**src/fpx_pkg.sv**
```systemverilog
/*
 * Shared constants of the floating-point decode and execute block:
 * register offsets, field positions, instruction encodings, trap codes.
 * Assumes a 32-bit AHB-Lite slave port with word accesses only.
 */
package fpx_pkg;

    // ************************************************************
    // Register byte offsets
    // ************************************************************
    localparam logic [7:0] FPX_OFF_INSTR   = 8'h00;
    localparam logic [7:0] FPX_OFF_CTRL    = 8'h04;
    localparam logic [7:0] FPX_OFF_FSR     = 8'h08;
    localparam logic [7:0] FPX_OFF_PC      = 8'h0c;
    localparam logic [7:0] FPX_OFF_TARGET  = 8'h10;
    localparam logic [7:0] FPX_OFF_STATUS  = 8'h14;
    localparam logic [7:0] FPX_OFF_FIDX    = 8'h18;
    localparam logic [7:0] FPX_OFF_FHI     = 8'h1c;
    localparam logic [7:0] FPX_OFF_FLO     = 8'h20;

    // ************************************************************
    // Field positions
    // ************************************************************
    localparam int FPX_CTRL_FEF     = 0;   // fp_state_enable_bit
    localparam int FPX_CTRL_PEF     = 1;   // processor-state FPU enable
    localparam int FPX_CTRL_PRESENT = 2;   // FPU fitted
    localparam int FPX_CTRL_ALIGN   = 4;   // graphics_byte_offset_field, 3 bits
    localparam int FPX_CTRL_FCC     = 8;   // first_fp_condition_code, 2 bits
    localparam int FPX_CURRENT_EXCEPTION_FIELD     = 0;   // current_exception_field, 5 bits
    localparam int FPX_ACCRUED_EXCEPTION_FIELD     = 5;   // accrued_exception_field, 5 bits
    localparam int FPX_FP_TRAP_TYPE_FIELD      = 14;  // fp_trap_type_field, 3 bits
    localparam int FPX_ROUNDING_DIRECTION_FIELD       = 30;  // rounding_direction_field, 2 bits

    // ************************************************************
    // Reset values
    // ************************************************************
    localparam logic [31:0] FPX_CTRL_RST = 32'h0000_0004;
    localparam logic [31:0] FPX_FSR_RST  = 32'h0000_0000;

    // ************************************************************
    // Instruction encodings
    // ************************************************************
    localparam logic [1:0] FPX_OP_BRANCH   = 2'h0;
    localparam logic [1:0] FPX_OP_ARITH    = 2'h2;
    localparam logic [2:0] FPX_OP2_FBR     = 3'h6;
    localparam logic [5:0] FPX_OP3_FPOP    = 6'h34;
    localparam logic [5:0] FPX_OP3_GFX     = 6'h36;
    localparam logic [8:0] FPX_OPF_ABS_S   = 9'h009;
    localparam logic [8:0] FPX_OPF_ABS_D   = 9'h00a;
    localparam logic [8:0] FPX_OPF_ABS_Q   = 9'h00b;
    localparam logic [8:0] FPX_OPF_SUM_S   = 9'h041;
    localparam logic [8:0] FPX_OPF_SUM_D   = 9'h042;
    localparam logic [8:0] FPX_OPF_SUM_Q   = 9'h043;
    localparam logic [8:0] FPX_OPF_ALIGN   = 9'h048;

    // ************************************************************
    // Trap type field codes and trap kinds
    // ************************************************************
    localparam logic [2:0] FPX_FTT_NONE       = 3'h0;
    localparam logic [2:0] FPX_FTT_INCOMPLETE = 3'h2;   // incomplete_operation_code
    localparam logic [2:0] FPX_FTT_MISSING    = 3'h3;   // missing_operation_code
    localparam logic [1:0] FPX_TRAP_NONE      = 2'h0;
    localparam logic [1:0] FPX_TRAP_ILLEGAL   = 2'h1;
    localparam logic [1:0] FPX_TRAP_FPU_OFF   = 2'h2;   // fpu_off_trap
    localparam logic [1:0] FPX_TRAP_MISC      = 2'h3;   // fp_misc_trap

    // Condition code values
    localparam logic [1:0] FPX_FCC_EQ = 2'h0;
    localparam logic [1:0] FPX_FCC_LT = 2'h1;
    localparam logic [1:0] FPX_FCC_GT = 2'h2;
    localparam logic [1:0] FPX_FCC_UN = 2'h3;

    typedef enum logic [0:0] {FPX_BUS_IDLE, FPX_BUS_RD_WAIT} fpx_bus_state_type;

endpackage : fpx_pkg
```
**src/fpx_exec.sv**
```systemverilog
/*
 * Floating-point decode and execute block behind an AHB-Lite slave.
 * Software loads operands into the register file, writes one instruction
 * word and reads back status, target and results.
 * Assumes a single AHB-Lite master, word transfers, hready = hreadyout.
 */
// Design decisions made here: register access over AHB-Lite and the register offsets.
`timescale 1ns/100ps
module fpx_exec
    import fpx_pkg::*;
#(
    parameter int FREGS = 32
)(
    // Clock and reset
    input  wire logic        hclk,
    input  wire logic        hresetn,
    // AHB-Lite slave
    input  wire logic        hsel,
    input  wire logic [31:0] haddr,
    input  wire logic [1:0]  htrans,
    input  wire logic        hwrite,
    input  wire logic [2:0]  hsize,
    input  wire logic        hready,
    input  wire logic [31:0] hwdata,
    output logic      [31:0] hrdata,
    output logic             hreadyout,
    output logic             hresp
);

    // ************************************************************
    // Functions
    // ************************************************************

    // Branch condition against the two-bit condition code
    function automatic logic fpx_cond_true(input logic [3:0] cond, input logic [1:0] fcc);
        logic e;
        logic l;
        logic g;
        logic u;
        e = (fcc == FPX_FCC_EQ);
        l = (fcc == FPX_FCC_LT);
        g = (fcc == FPX_FCC_GT);
        u = (fcc == FPX_FCC_UN);
        case (cond)
            4'h0:    fpx_cond_true = 1'b0;
            4'h8:    fpx_cond_true = 1'b1;
            4'h7:    fpx_cond_true = u;
            4'h6:    fpx_cond_true = g;
            4'h5:    fpx_cond_true = g | u;
            4'h4:    fpx_cond_true = l;
            4'h3:    fpx_cond_true = l | u;
            4'h2:    fpx_cond_true = l | g;
            4'h1:    fpx_cond_true = l | g | u;
            4'h9:    fpx_cond_true = e;
            4'ha:    fpx_cond_true = e | u;
            4'hb:    fpx_cond_true = e | g;
            4'hc:    fpx_cond_true = e | g | u;
            4'hd:    fpx_cond_true = e | l;
            4'he:    fpx_cond_true = e | l | u;
            default: fpx_cond_true = e | l | g;
        endcase
    endfunction : fpx_cond_true

    // Single-precision add of normal operands; result {incomplete, inexact, value}.
    // Zero, subnormal, infinite, NaN inputs and out-of-range results are left
    // to software: too rare to justify the area here.
    function automatic logic [33:0] fpx_sum_single(input logic [31:0] a,
                                                   input logic [31:0] b,
                                                   input logic [1:0]  rmode);
        logic [31:0] x;
        logic [31:0] y;
        logic [7:0]  dexp;
        logic [26:0] mx;
        logic [26:0] my;
        logic [27:0] sum;
        logic [8:0]  e;
        logic [4:0]  lz;
        logic        found;
        logic        grd;
        logic        rest;
        logic        inc;
        logic [24:0] rm;
        logic        unf;
        x = (a[30:0] < b[30:0]) ? b : a;
        y = (a[30:0] < b[30:0]) ? a : b;
        unf = (x[30:23] == 8'h00) || (x[30:23] == 8'hff)
            || (y[30:23] == 8'h00) || (y[30:23] == 8'hff);
        mx = {1'b1, x[22:0], 3'h0};
        my = {1'b1, y[22:0], 3'h0};
        dexp = x[30:23] - y[30:23];
        if (dexp > 8'd26)
            my = 27'h1;
        else
            my = (my >> dexp) | {26'h0, |(my & ((27'h1 << dexp) - 27'h1))};
        e = {1'b0, x[30:23]};
        lz = 5'h0;
        found = 1'b0;
        if (x[31] == y[31])
        begin
            sum = {1'b0, mx} + {1'b0, my};
            if (sum[27])
            begin
                sum = {1'b0, sum[27:2], sum[1] | sum[0]};
                e = e + 9'h1;
            end
        end
        else
        begin
            sum = {1'b0, mx} - {1'b0, my};
            for (int i = 26; i >= 0; i--)
            begin
                if (!found && sum[i])
                begin
                    found = 1'b1;
                    lz = 5'(26 - i);
                end
            end
            if (e <= {4'h0, lz})
                unf = 1'b1;
            sum = sum << lz;
            e = e - {4'h0, lz};
        end
        rm = {1'b0, sum[26:3]};
        grd = sum[2];
        rest = |sum[1:0];
        case (rmode)
            2'h0:    inc = grd & (rest | rm[0]);
            2'h1:    inc = 1'b0;
            2'h2:    inc = ~x[31] & (grd | rest);
            default: inc = x[31] & (grd | rest);
        endcase
        rm = rm + {24'h0, inc};
        if (rm[24])
        begin
            rm = rm >> 1;
            e = e + 9'h1;
        end
        if (e >= 9'hff)
            unf = 1'b1;
        if (sum[27:0] == 28'h0)
            fpx_sum_single = {unf, 1'b0, rmode == 2'h3, 31'h0};
        else
            fpx_sum_single = {unf, grd | rest, x[31], e[7:0], rm[22:0]};
    endfunction : fpx_sum_single

    // ************************************************************
    // State
    // ************************************************************
    fpx_bus_state_type bus_q;
    logic        wr_pend_q;
    logic [7:0]  addr_q;
    logic [31:0] instr_q;
    logic        go_q;
    logic [31:0] ctrl_q;
    logic [31:0] fsr_q;
    logic [31:0] pc_q;
    logic [31:0] target_q;
    logic [1:0]  trap_q;
    logic        taken_q;
    logic        annul_q;
    logic        done_q;
    logic [4:0]  fidx_q;
    logic [63:0] freg [FREGS];
    logic [31:0] hrdata_q;
    logic        hreadyout_q;
    logic        hresp_q;

    // Address phase and instruction fields
    logic        addr_ok;
    logic        fpu_on;
    logic [1:0]  op;
    logic [4:0]  fd;
    logic [5:0]  op3;
    logic [4:0]  fs1;
    logic [4:0]  fs2;
    logic [8:0]  opf;
    logic [63:0] src1;
    logic [63:0] src2;
    logic [2:0]  align;
    logic [33:0] sum_s;

    assign addr_ok = hsel && hready && htrans[1];
    assign fpu_on  = ctrl_q[FPX_CTRL_FEF] && ctrl_q[FPX_CTRL_PEF]
                  && ctrl_q[FPX_CTRL_PRESENT];
    assign op      = instr_q[31:30];
    assign fd      = instr_q[29:25];
    assign op3     = instr_q[24:19];
    assign fs1     = instr_q[18:14];
    assign fs2     = instr_q[4:0];
    assign opf     = instr_q[13:5];
    assign src1    = freg[fs1];
    assign src2    = freg[fs2];
    assign align   = ctrl_q[FPX_CTRL_ALIGN +: 3];
    assign sum_s   = fpx_sum_single(src1[31:0], src2[31:0], fsr_q[FPX_ROUNDING_DIRECTION_FIELD +: 2]);

    assign hrdata    = hrdata_q;
    assign hreadyout = hreadyout_q;
    assign hresp     = hresp_q;

    // ************************************************************
    // Bus slave
    // ************************************************************

    // Reads take one wait state so that a write just before is visible
    always_ff @(posedge hclk or negedge hresetn)
    begin
        if (!hresetn)
        begin
            bus_q       <= FPX_BUS_IDLE;
            wr_pend_q   <= 1'b0;
            addr_q      <= 8'h00;
            hreadyout_q <= 1'b1;
            hrdata_q    <= 32'h0;
            hresp_q     <= 1'b0;
        end
        else
        begin
            hresp_q <= 1'b0;                     // Always OKAY
            case (bus_q)
                FPX_BUS_IDLE:
                begin
                    wr_pend_q <= addr_ok && hwrite;
                    if (addr_ok)
                        addr_q <= haddr[7:0];
                    if (addr_ok && !hwrite)
                    begin
                        bus_q       <= FPX_BUS_RD_WAIT;
                        hreadyout_q <= 1'b0;
                    end
                end
                FPX_BUS_RD_WAIT:
                begin
                    bus_q       <= FPX_BUS_IDLE;
                    hreadyout_q <= 1'b1;
                    case (addr_q)
                        FPX_OFF_INSTR:  hrdata_q <= instr_q;
                        FPX_OFF_CTRL:   hrdata_q <= ctrl_q;
                        FPX_OFF_FSR:    hrdata_q <= fsr_q;
                        FPX_OFF_PC:     hrdata_q <= pc_q;
                        FPX_OFF_TARGET: hrdata_q <= target_q;
                        FPX_OFF_STATUS: hrdata_q <= {27'h0, done_q, annul_q, taken_q, trap_q};
                        FPX_OFF_FIDX:   hrdata_q <= {27'h0, fidx_q};
                        FPX_OFF_FHI:    hrdata_q <= freg[fidx_q][63:32];
                        FPX_OFF_FLO:    hrdata_q <= freg[fidx_q][31:0];
                        default:        hrdata_q <= 32'h0;
                    endcase
                end
                default: bus_q <= FPX_BUS_IDLE;
            endcase
        end
    end

    // Plain software registers
    always_ff @(posedge hclk or negedge hresetn)
    begin
        if (!hresetn)
        begin
            ctrl_q  <= FPX_CTRL_RST;
            pc_q    <= 32'h0;
            fidx_q  <= 5'h0;
            instr_q <= 32'h0;
            go_q    <= 1'b0;
        end
        else
        begin
            go_q <= wr_pend_q && (addr_q == FPX_OFF_INSTR);
            if (wr_pend_q)
            begin
                case (addr_q)
                    FPX_OFF_INSTR: instr_q <= hwdata;
                    FPX_OFF_CTRL:  ctrl_q  <= {22'h0, hwdata[9:8], 1'b0, hwdata[6:4],
                                               1'b0, hwdata[2:0]};
                    FPX_OFF_PC:    pc_q    <= hwdata;
                    FPX_OFF_FIDX:  fidx_q  <= hwdata[4:0];
                    default:       ;
                endcase
            end
        end
    end

    // ************************************************************
    // Execute
    // ************************************************************

    // Register file: software port and the execute write port
    always_ff @(posedge hclk)
    begin
        if (wr_pend_q && addr_q == FPX_OFF_FHI)
            freg[fidx_q][63:32] <= hwdata;
        else if (wr_pend_q && addr_q == FPX_OFF_FLO)
            freg[fidx_q][31:0] <= hwdata;
        else if (go_q && fpu_on && op == FPX_OP_ARITH)
        begin
            if (op3 == FPX_OP3_FPOP && opf == FPX_OPF_ABS_S && fs1 == 5'h0)
                freg[fd] <= {src2[63:32], 1'b0, src2[30:0]};
            else if (op3 == FPX_OP3_FPOP && opf == FPX_OPF_ABS_D && fs1 == 5'h0)
                freg[fd] <= {1'b0, src2[62:0]};
            else if (op3 == FPX_OP3_FPOP && opf == FPX_OPF_SUM_S && !sum_s[33])
                freg[fd] <= {src2[63:32], sum_s[31:0]};
            else if (op3 == FPX_OP3_GFX && opf == FPX_OPF_ALIGN)
                freg[fd] <= 64'({src1, src2} >> (7'd64 - {align, 3'h0}));
        end
    end

    // Status effects, traps and branch resolution
    always_ff @(posedge hclk or negedge hresetn)
    begin
        if (!hresetn)
        begin
            fsr_q    <= FPX_FSR_RST;
            trap_q   <= FPX_TRAP_NONE;
            taken_q  <= 1'b0;
            annul_q  <= 1'b0;
            done_q   <= 1'b0;
            target_q <= 32'h0;
        end
        else if (wr_pend_q && addr_q == FPX_OFF_FSR)
            fsr_q <= hwdata & 32'hc001_c3ff;
        else if (go_q)
        begin
            done_q  <= 1'b1;
            trap_q  <= FPX_TRAP_NONE;
            taken_q <= 1'b0;
            annul_q <= 1'b0;
            target_q <= pc_q + {{8{instr_q[21]}}, instr_q[21:0], 2'h0};
            if (!((op == FPX_OP_BRANCH && instr_q[24:22] == FPX_OP2_FBR)
                  || (op == FPX_OP_ARITH && (op3 == FPX_OP3_FPOP || op3 == FPX_OP3_GFX))))
                trap_q <= FPX_TRAP_ILLEGAL;
            else if (!fpu_on)
                trap_q <= FPX_TRAP_FPU_OFF;
            else if (op == FPX_OP_BRANCH)
            begin
                if (instr_q[28:25] == 4'h8)
                begin
                    taken_q <= 1'b1;
                    annul_q <= instr_q[29];
                end
                else if (instr_q[28:25] == 4'h0)
                    annul_q <= instr_q[29];
                else if (fpx_cond_true(instr_q[28:25], ctrl_q[FPX_CTRL_FCC +: 2]))
                    taken_q <= 1'b1;
                else
                    annul_q <= instr_q[29];
            end
            else if (op3 == FPX_OP3_GFX)
            begin
                if (opf != FPX_OPF_ALIGN)
                    trap_q <= FPX_TRAP_ILLEGAL;
            end
            else if (opf == FPX_OPF_ABS_S || opf == FPX_OPF_ABS_D || opf == FPX_OPF_ABS_Q)
            begin
                if (opf == FPX_OPF_ABS_Q || fs1 != 5'h0)
                    trap_q <= FPX_TRAP_ILLEGAL;
                else
                begin
                    fsr_q[FPX_CURRENT_EXCEPTION_FIELD +: 5] <= 5'h0;
                    fsr_q[FPX_FP_TRAP_TYPE_FIELD +: 3]  <= FPX_FTT_NONE;
                end
            end
            else if (opf == FPX_OPF_SUM_Q)
            begin
                trap_q <= FPX_TRAP_MISC;
                fsr_q[FPX_FP_TRAP_TYPE_FIELD +: 3] <= FPX_FTT_MISSING;
            end
            else if (opf == FPX_OPF_SUM_D || (opf == FPX_OPF_SUM_S && sum_s[33]))
            begin
                trap_q <= FPX_TRAP_MISC;
                fsr_q[FPX_FP_TRAP_TYPE_FIELD +: 3] <= FPX_FTT_INCOMPLETE;
            end
            else if (opf == FPX_OPF_SUM_S)
            begin
                fsr_q[FPX_CURRENT_EXCEPTION_FIELD +: 5] <= {4'h0, sum_s[32]};
                fsr_q[FPX_ACCRUED_EXCEPTION_FIELD +: 5] <= fsr_q[FPX_ACCRUED_EXCEPTION_FIELD +: 5] | {4'h0, sum_s[32]};
                fsr_q[FPX_FP_TRAP_TYPE_FIELD +: 3]  <= FPX_FTT_NONE;
            end
            else
                trap_q <= FPX_TRAP_ILLEGAL;
        end
    end

endmodule : fpx_exec

```
**config.mk**
```make
export PLATFORM = sky130hd
export DESIGN_NAME = fpx_exec
export DESIGN_NICKNAME = d
export VERILOG_FILES = /design/src/fpx_pkg.sv /design/src/fpx_exec.sv
export SDC_FILE = /design/constraint.sdc
export NUM_CORES = 2
export LEC_CHECK = 0
export BUFFER_PORTS_ARGS = -buffer_cell sky130_fd_sc_hd__buf_2
export CORE_MARGIN = 2
export CORE_UTILIZATION = 35
export DETAILED_ROUTE_END_ITERATION = 16
export HOLD_SLACK_MARGIN = 0.08
export PLACE_DENSITY_LB_ADDON = 0.3
export SLEW_MARGIN = 30
export SYNTH_ARGS = -nofsm -noshare
export SYNTH_HDL_FRONTEND = slang
export SYNTH_SLANG_ARGS = --single-unit
export TNS_END_PERCENT = 1
```
**constraint.sdc**
```tcl
create_clock -name hclk -period 23.1 [get_ports hclk]
set_clock_uncertainty 0.2 [all_clocks]
set_input_delay 2.31 -clock hclk [delete_from_list [all_inputs] [get_ports hclk]]
set_output_delay 2.31 -clock hclk [all_outputs]
set_load 0.01 [all_outputs]
```
==> key figures <==
Setup path
  – Worst-path maximum fanout: 26
  – Crit path kind: reg -> reg
  – Worst endpoint required time: 23.43 ns
  – Type of origin of the critical path: register
  – Critical path arrival: 21.32 ns
  – CP max stage delay: between 1 and 1.5 ns
  – Crit. End Element: register
  – Slowest cell on the critical path: and2_2

Logic synthesis
  – Cell variety after synth: 114
  – Post-Syn Instances: 8,887
  – Top_reg_cell synth: edfxtp_1
  – Top cells by count, synth: 2,048 x edfxtp_1, 1,758 x mux4_2, 586 x nand2_1
  – Syn nets: roughly 9,000
  – Syn_area_per_cell: roughly 15 um2
  – Yosys warnings: 0
  – Cell taking the most area after synthesis: edfxtp_1
  – Area of the mapped netlist: 135,000 um2
  – Largest cells by area after synthesis: edfxtp_1 46%, mux4_2 29%, mux2i_1 3.2%
  – Most common cell in the netlist: edfxtp_1
  – Synthesis-stage register bit count: 2,221
  – Number of flops mapped to enable cells by yosys: 2,048
  – Sequential share of the synthesized area: roughly half
  – Yosys top cell area share: ~46%
  – Synth async-reset ratio: 7.79%

Detailed routing
  – Via count: 95,048
  – # DRC: 0
  – Post-DRT Antenna Nets: 0
  – Iter 0 DRT Violations: 15,021
  – Drt pass-1 iters: 9
  – Avg WL per Cell: 38.1 um
  – Vias/cell: 6.76
  – Total wire length: approximately 540,000 um

Floorplan
  – Site Rows: 228
  – Chip Width: 625 um
  – Core area: 385,000 um2
  – I/O Pins: 108
  – Die footprint: about 390,000 um2
  – Die Ht: 625 um
  – Starting Density: a little over a third

Global routing
  – Largest net degree at the start of global routing: 115
  – First-pass GRT wire length: 741,000 um
  – Total gr overflow: 0
  – Initial antenna violation count: 21
  – Vias in the first global route: 93,739
  – Total track usage: 26.8%

Cells and area
  – Area Growth Syn to Fin: 11.5%
  – Final layout net count: 9,027
  – Share of post-route cells with drive strength above 1: between 30 and 40%
  – FILL cells: 34,925

Pwr
  – Logic pwr share: between 50% and 60%
  – Power share of the sequential group: 23.7%
  – Clock network fraction of total power: 18.9%
  – Peak supply drop: 0.280 mV
  – Pwr per Cell Area: 127 nW/um2
  – Internal power: 9.95 mW
  – P_sw: 9.16 mW
  – Final total power: 19.1 mW
  – Switching share of total power: 47.9%
  – LEAKAGE: 48.8 nW

Placed design
  – GPL Wtd Cong: between 0.9 and 1
  – Post-DP HPWL: 336,000 um
  – Port Buf Inserts: 78

Timing
  – Final setup viols: 0
  – Setup TNS: 0 ns
  – Slew of the pin with the lowest slew margin: 1.09 ns
  – Max-slew headroom: approximately 25%
  – Slew Limit Fails: 0
  – Unrepaired setup endpoints after global routing: false
  – Min Clock Period, post-route: 20.98 ns
  – Final Cycle Share: 90.8%
  – Max Fclk: 0.0477 GHz
  – Final hold slack: 0.274 ns
  – Fin. Hold Viols: 0

CTS
  – # Post-CTS Setup Buffers: 0
  – CTS tree: yes
  – # H-tree levels: 4
  – Clk Latency, worst-skew pair: ~0.96 ns
  – Post-cts sizing count: 0
  – Sink Count: 2,221
  – Clk slew on worst S/H paths: 0.07 ns
  – Hold buffer count at cts: 0
  – Clock root buffer: clkbuf_16
  – Total CTS buffers: 229
  – Max Buffers Root-to-Sink: 4

Status
  – Status: finished clean

Job
  – Max cap viols: 0

Hold path
  – Hold Crit Class: reg -> reg
-- placed cells by master (no fill, tap or decap), types with 103 or more instances in the layout --
master	count
a21oi_1	306
ha_1	121
nor2_1	510
o22ai_1	119
o21ai_0	294
inv_1	176
a22oi_1	117
edfxtp_1	2048
mux2_2	115
nand3_1	103
mux4_2	1758
nand2_1	582
clkbuf_16	232
buf_4	311
mux2i_1	413
dfrtp_1	155
-- area by class of cell --
class / count / area [um2] / area share [%]
flip-flops and latches: 2221 / 65900 / 43.8
clock inverters: 108 / 883 / 0.587
diodes: 4 / 10.0 / 0.00665
multi-input cells: 5726 / 66500 / 44.2
inverters: 189 / 743 / 0.494
well taps: 5060 / 6330 / 4.20
repair buffers: 461 / 4130 / 2.74
clock buffers: 299 / 6100 / 4.05
-- metrics by stage --
| step | setup slack, ns | std cells | area [um2] | utilization [%] |
|---|---|---|---|---|
| finish | 2.12 | 14068 | 151000 | 39.1 |
| CTS | 2.69 | 14061 | 150000 | 39.1 |
| global placement | 2.53 | 13640 | 143000 | 37.2 |
| global route | 1.40 | 14065 | 151000 | 39.1 |
| floorplan | 1.93 | 8887 | 135000 | - |
| detailed placement | 2.71 | 13654 | 143000 | 37.3 |
-- state kept, by name, summed over array words and instances, names as in the netlist --
name	count
addr_q	8
freg	2048
trap_q	2
hrdata	32
fsr_q	15
instr_q	32
fidx_q	5
ctrl_q	8
annul_q	1
taken_q	1
pc_q	32
hreadyout	1
wr_pend_q	1
done_q	1
target_q	32
go_q	1
bus_q	1
-- cells by family (layout without fill, tap and decap cells) --
logic type               after synthesis  in the layout  share of synthesized area, %
other                                  1              5                       0.00278
multiplexers                        2316           2316                          33.6
adder cells (fa/ha/maj)              126            126                          1.18
flip-flops                          2221           2221                          48.7
buffers and inverters                940           1057                          2.86
AND/OR/NAND/NOR                     1706           1706                          5.73
AO/OA/AOI/OAI                       1480           1480                          7.29
XOR/XNOR                              97             97                         0.629
-- path summary, 6_finish.rpt --
path	endpoint	slack [ns]	cells past startpoint	start
setup / recovery	freg[4][61]$_DFFE_PP_	2.12	53	instr_q[14]$_DFFE_PN0P_
hold / removal	done_q$_DFFE_PN0P_	0.27	1	done_q$_DFFE_PN0P_
setup reg to reg	freg[4][61]$_DFFE_PP_	2.12	53	instr_q[14]$_DFFE_PN0P_
hold reg to reg	done_q$_DFFE_PN0P_	0.27	1	done_q$_DFFE_PN0P_
max in group asynchronous	instr_q[3]$_DFFE_PN0P_	19.97	3	hresetn
min in group asynchronous	pc_q[15]$_DFFE_PN0P_	1.04	1	hresetn
-- critical path: cells and delay by family (launching register included) --
| kind | cells | cell delay, ns |
|---|---|---|
| DFF | 1 | 0.93 |
| AOI/OAI and AO/OA | 18 | 5.75 |
| and+or+nand+nor | 23 | 9.61 |
| adders and majority gates | 5 | 1.61 |
| buffers and inverters | 6 | 2.18 |
| muxes | 1 | 0.12 |
-- power groups by stage --
| stage | sequential [mW] | combinational (mW) | clock (mW) |
|---|---|---|---|
| final | 4.54 | 11.0 | 3.62 |
| after CTS | 4.53 | 10.6 | 3.65 |
| after global placement | 4.61 | 10.6 | 0 |
| after floorplan | 4.54 | 6.84 | 0 |
| after detailed placement | 4.61 | 10.5 | 0 |
| after global routing | 4.54 | 11.4 | 3.79 |
-- per-layer routing --
layer	share of wire, %	GRT usage [%]
met5	0.0093	0
met4	7.0	15.7
met3	12	6.30
met2	45	41.6
met1	36	34.4
(Power assumes the default switching activity.)
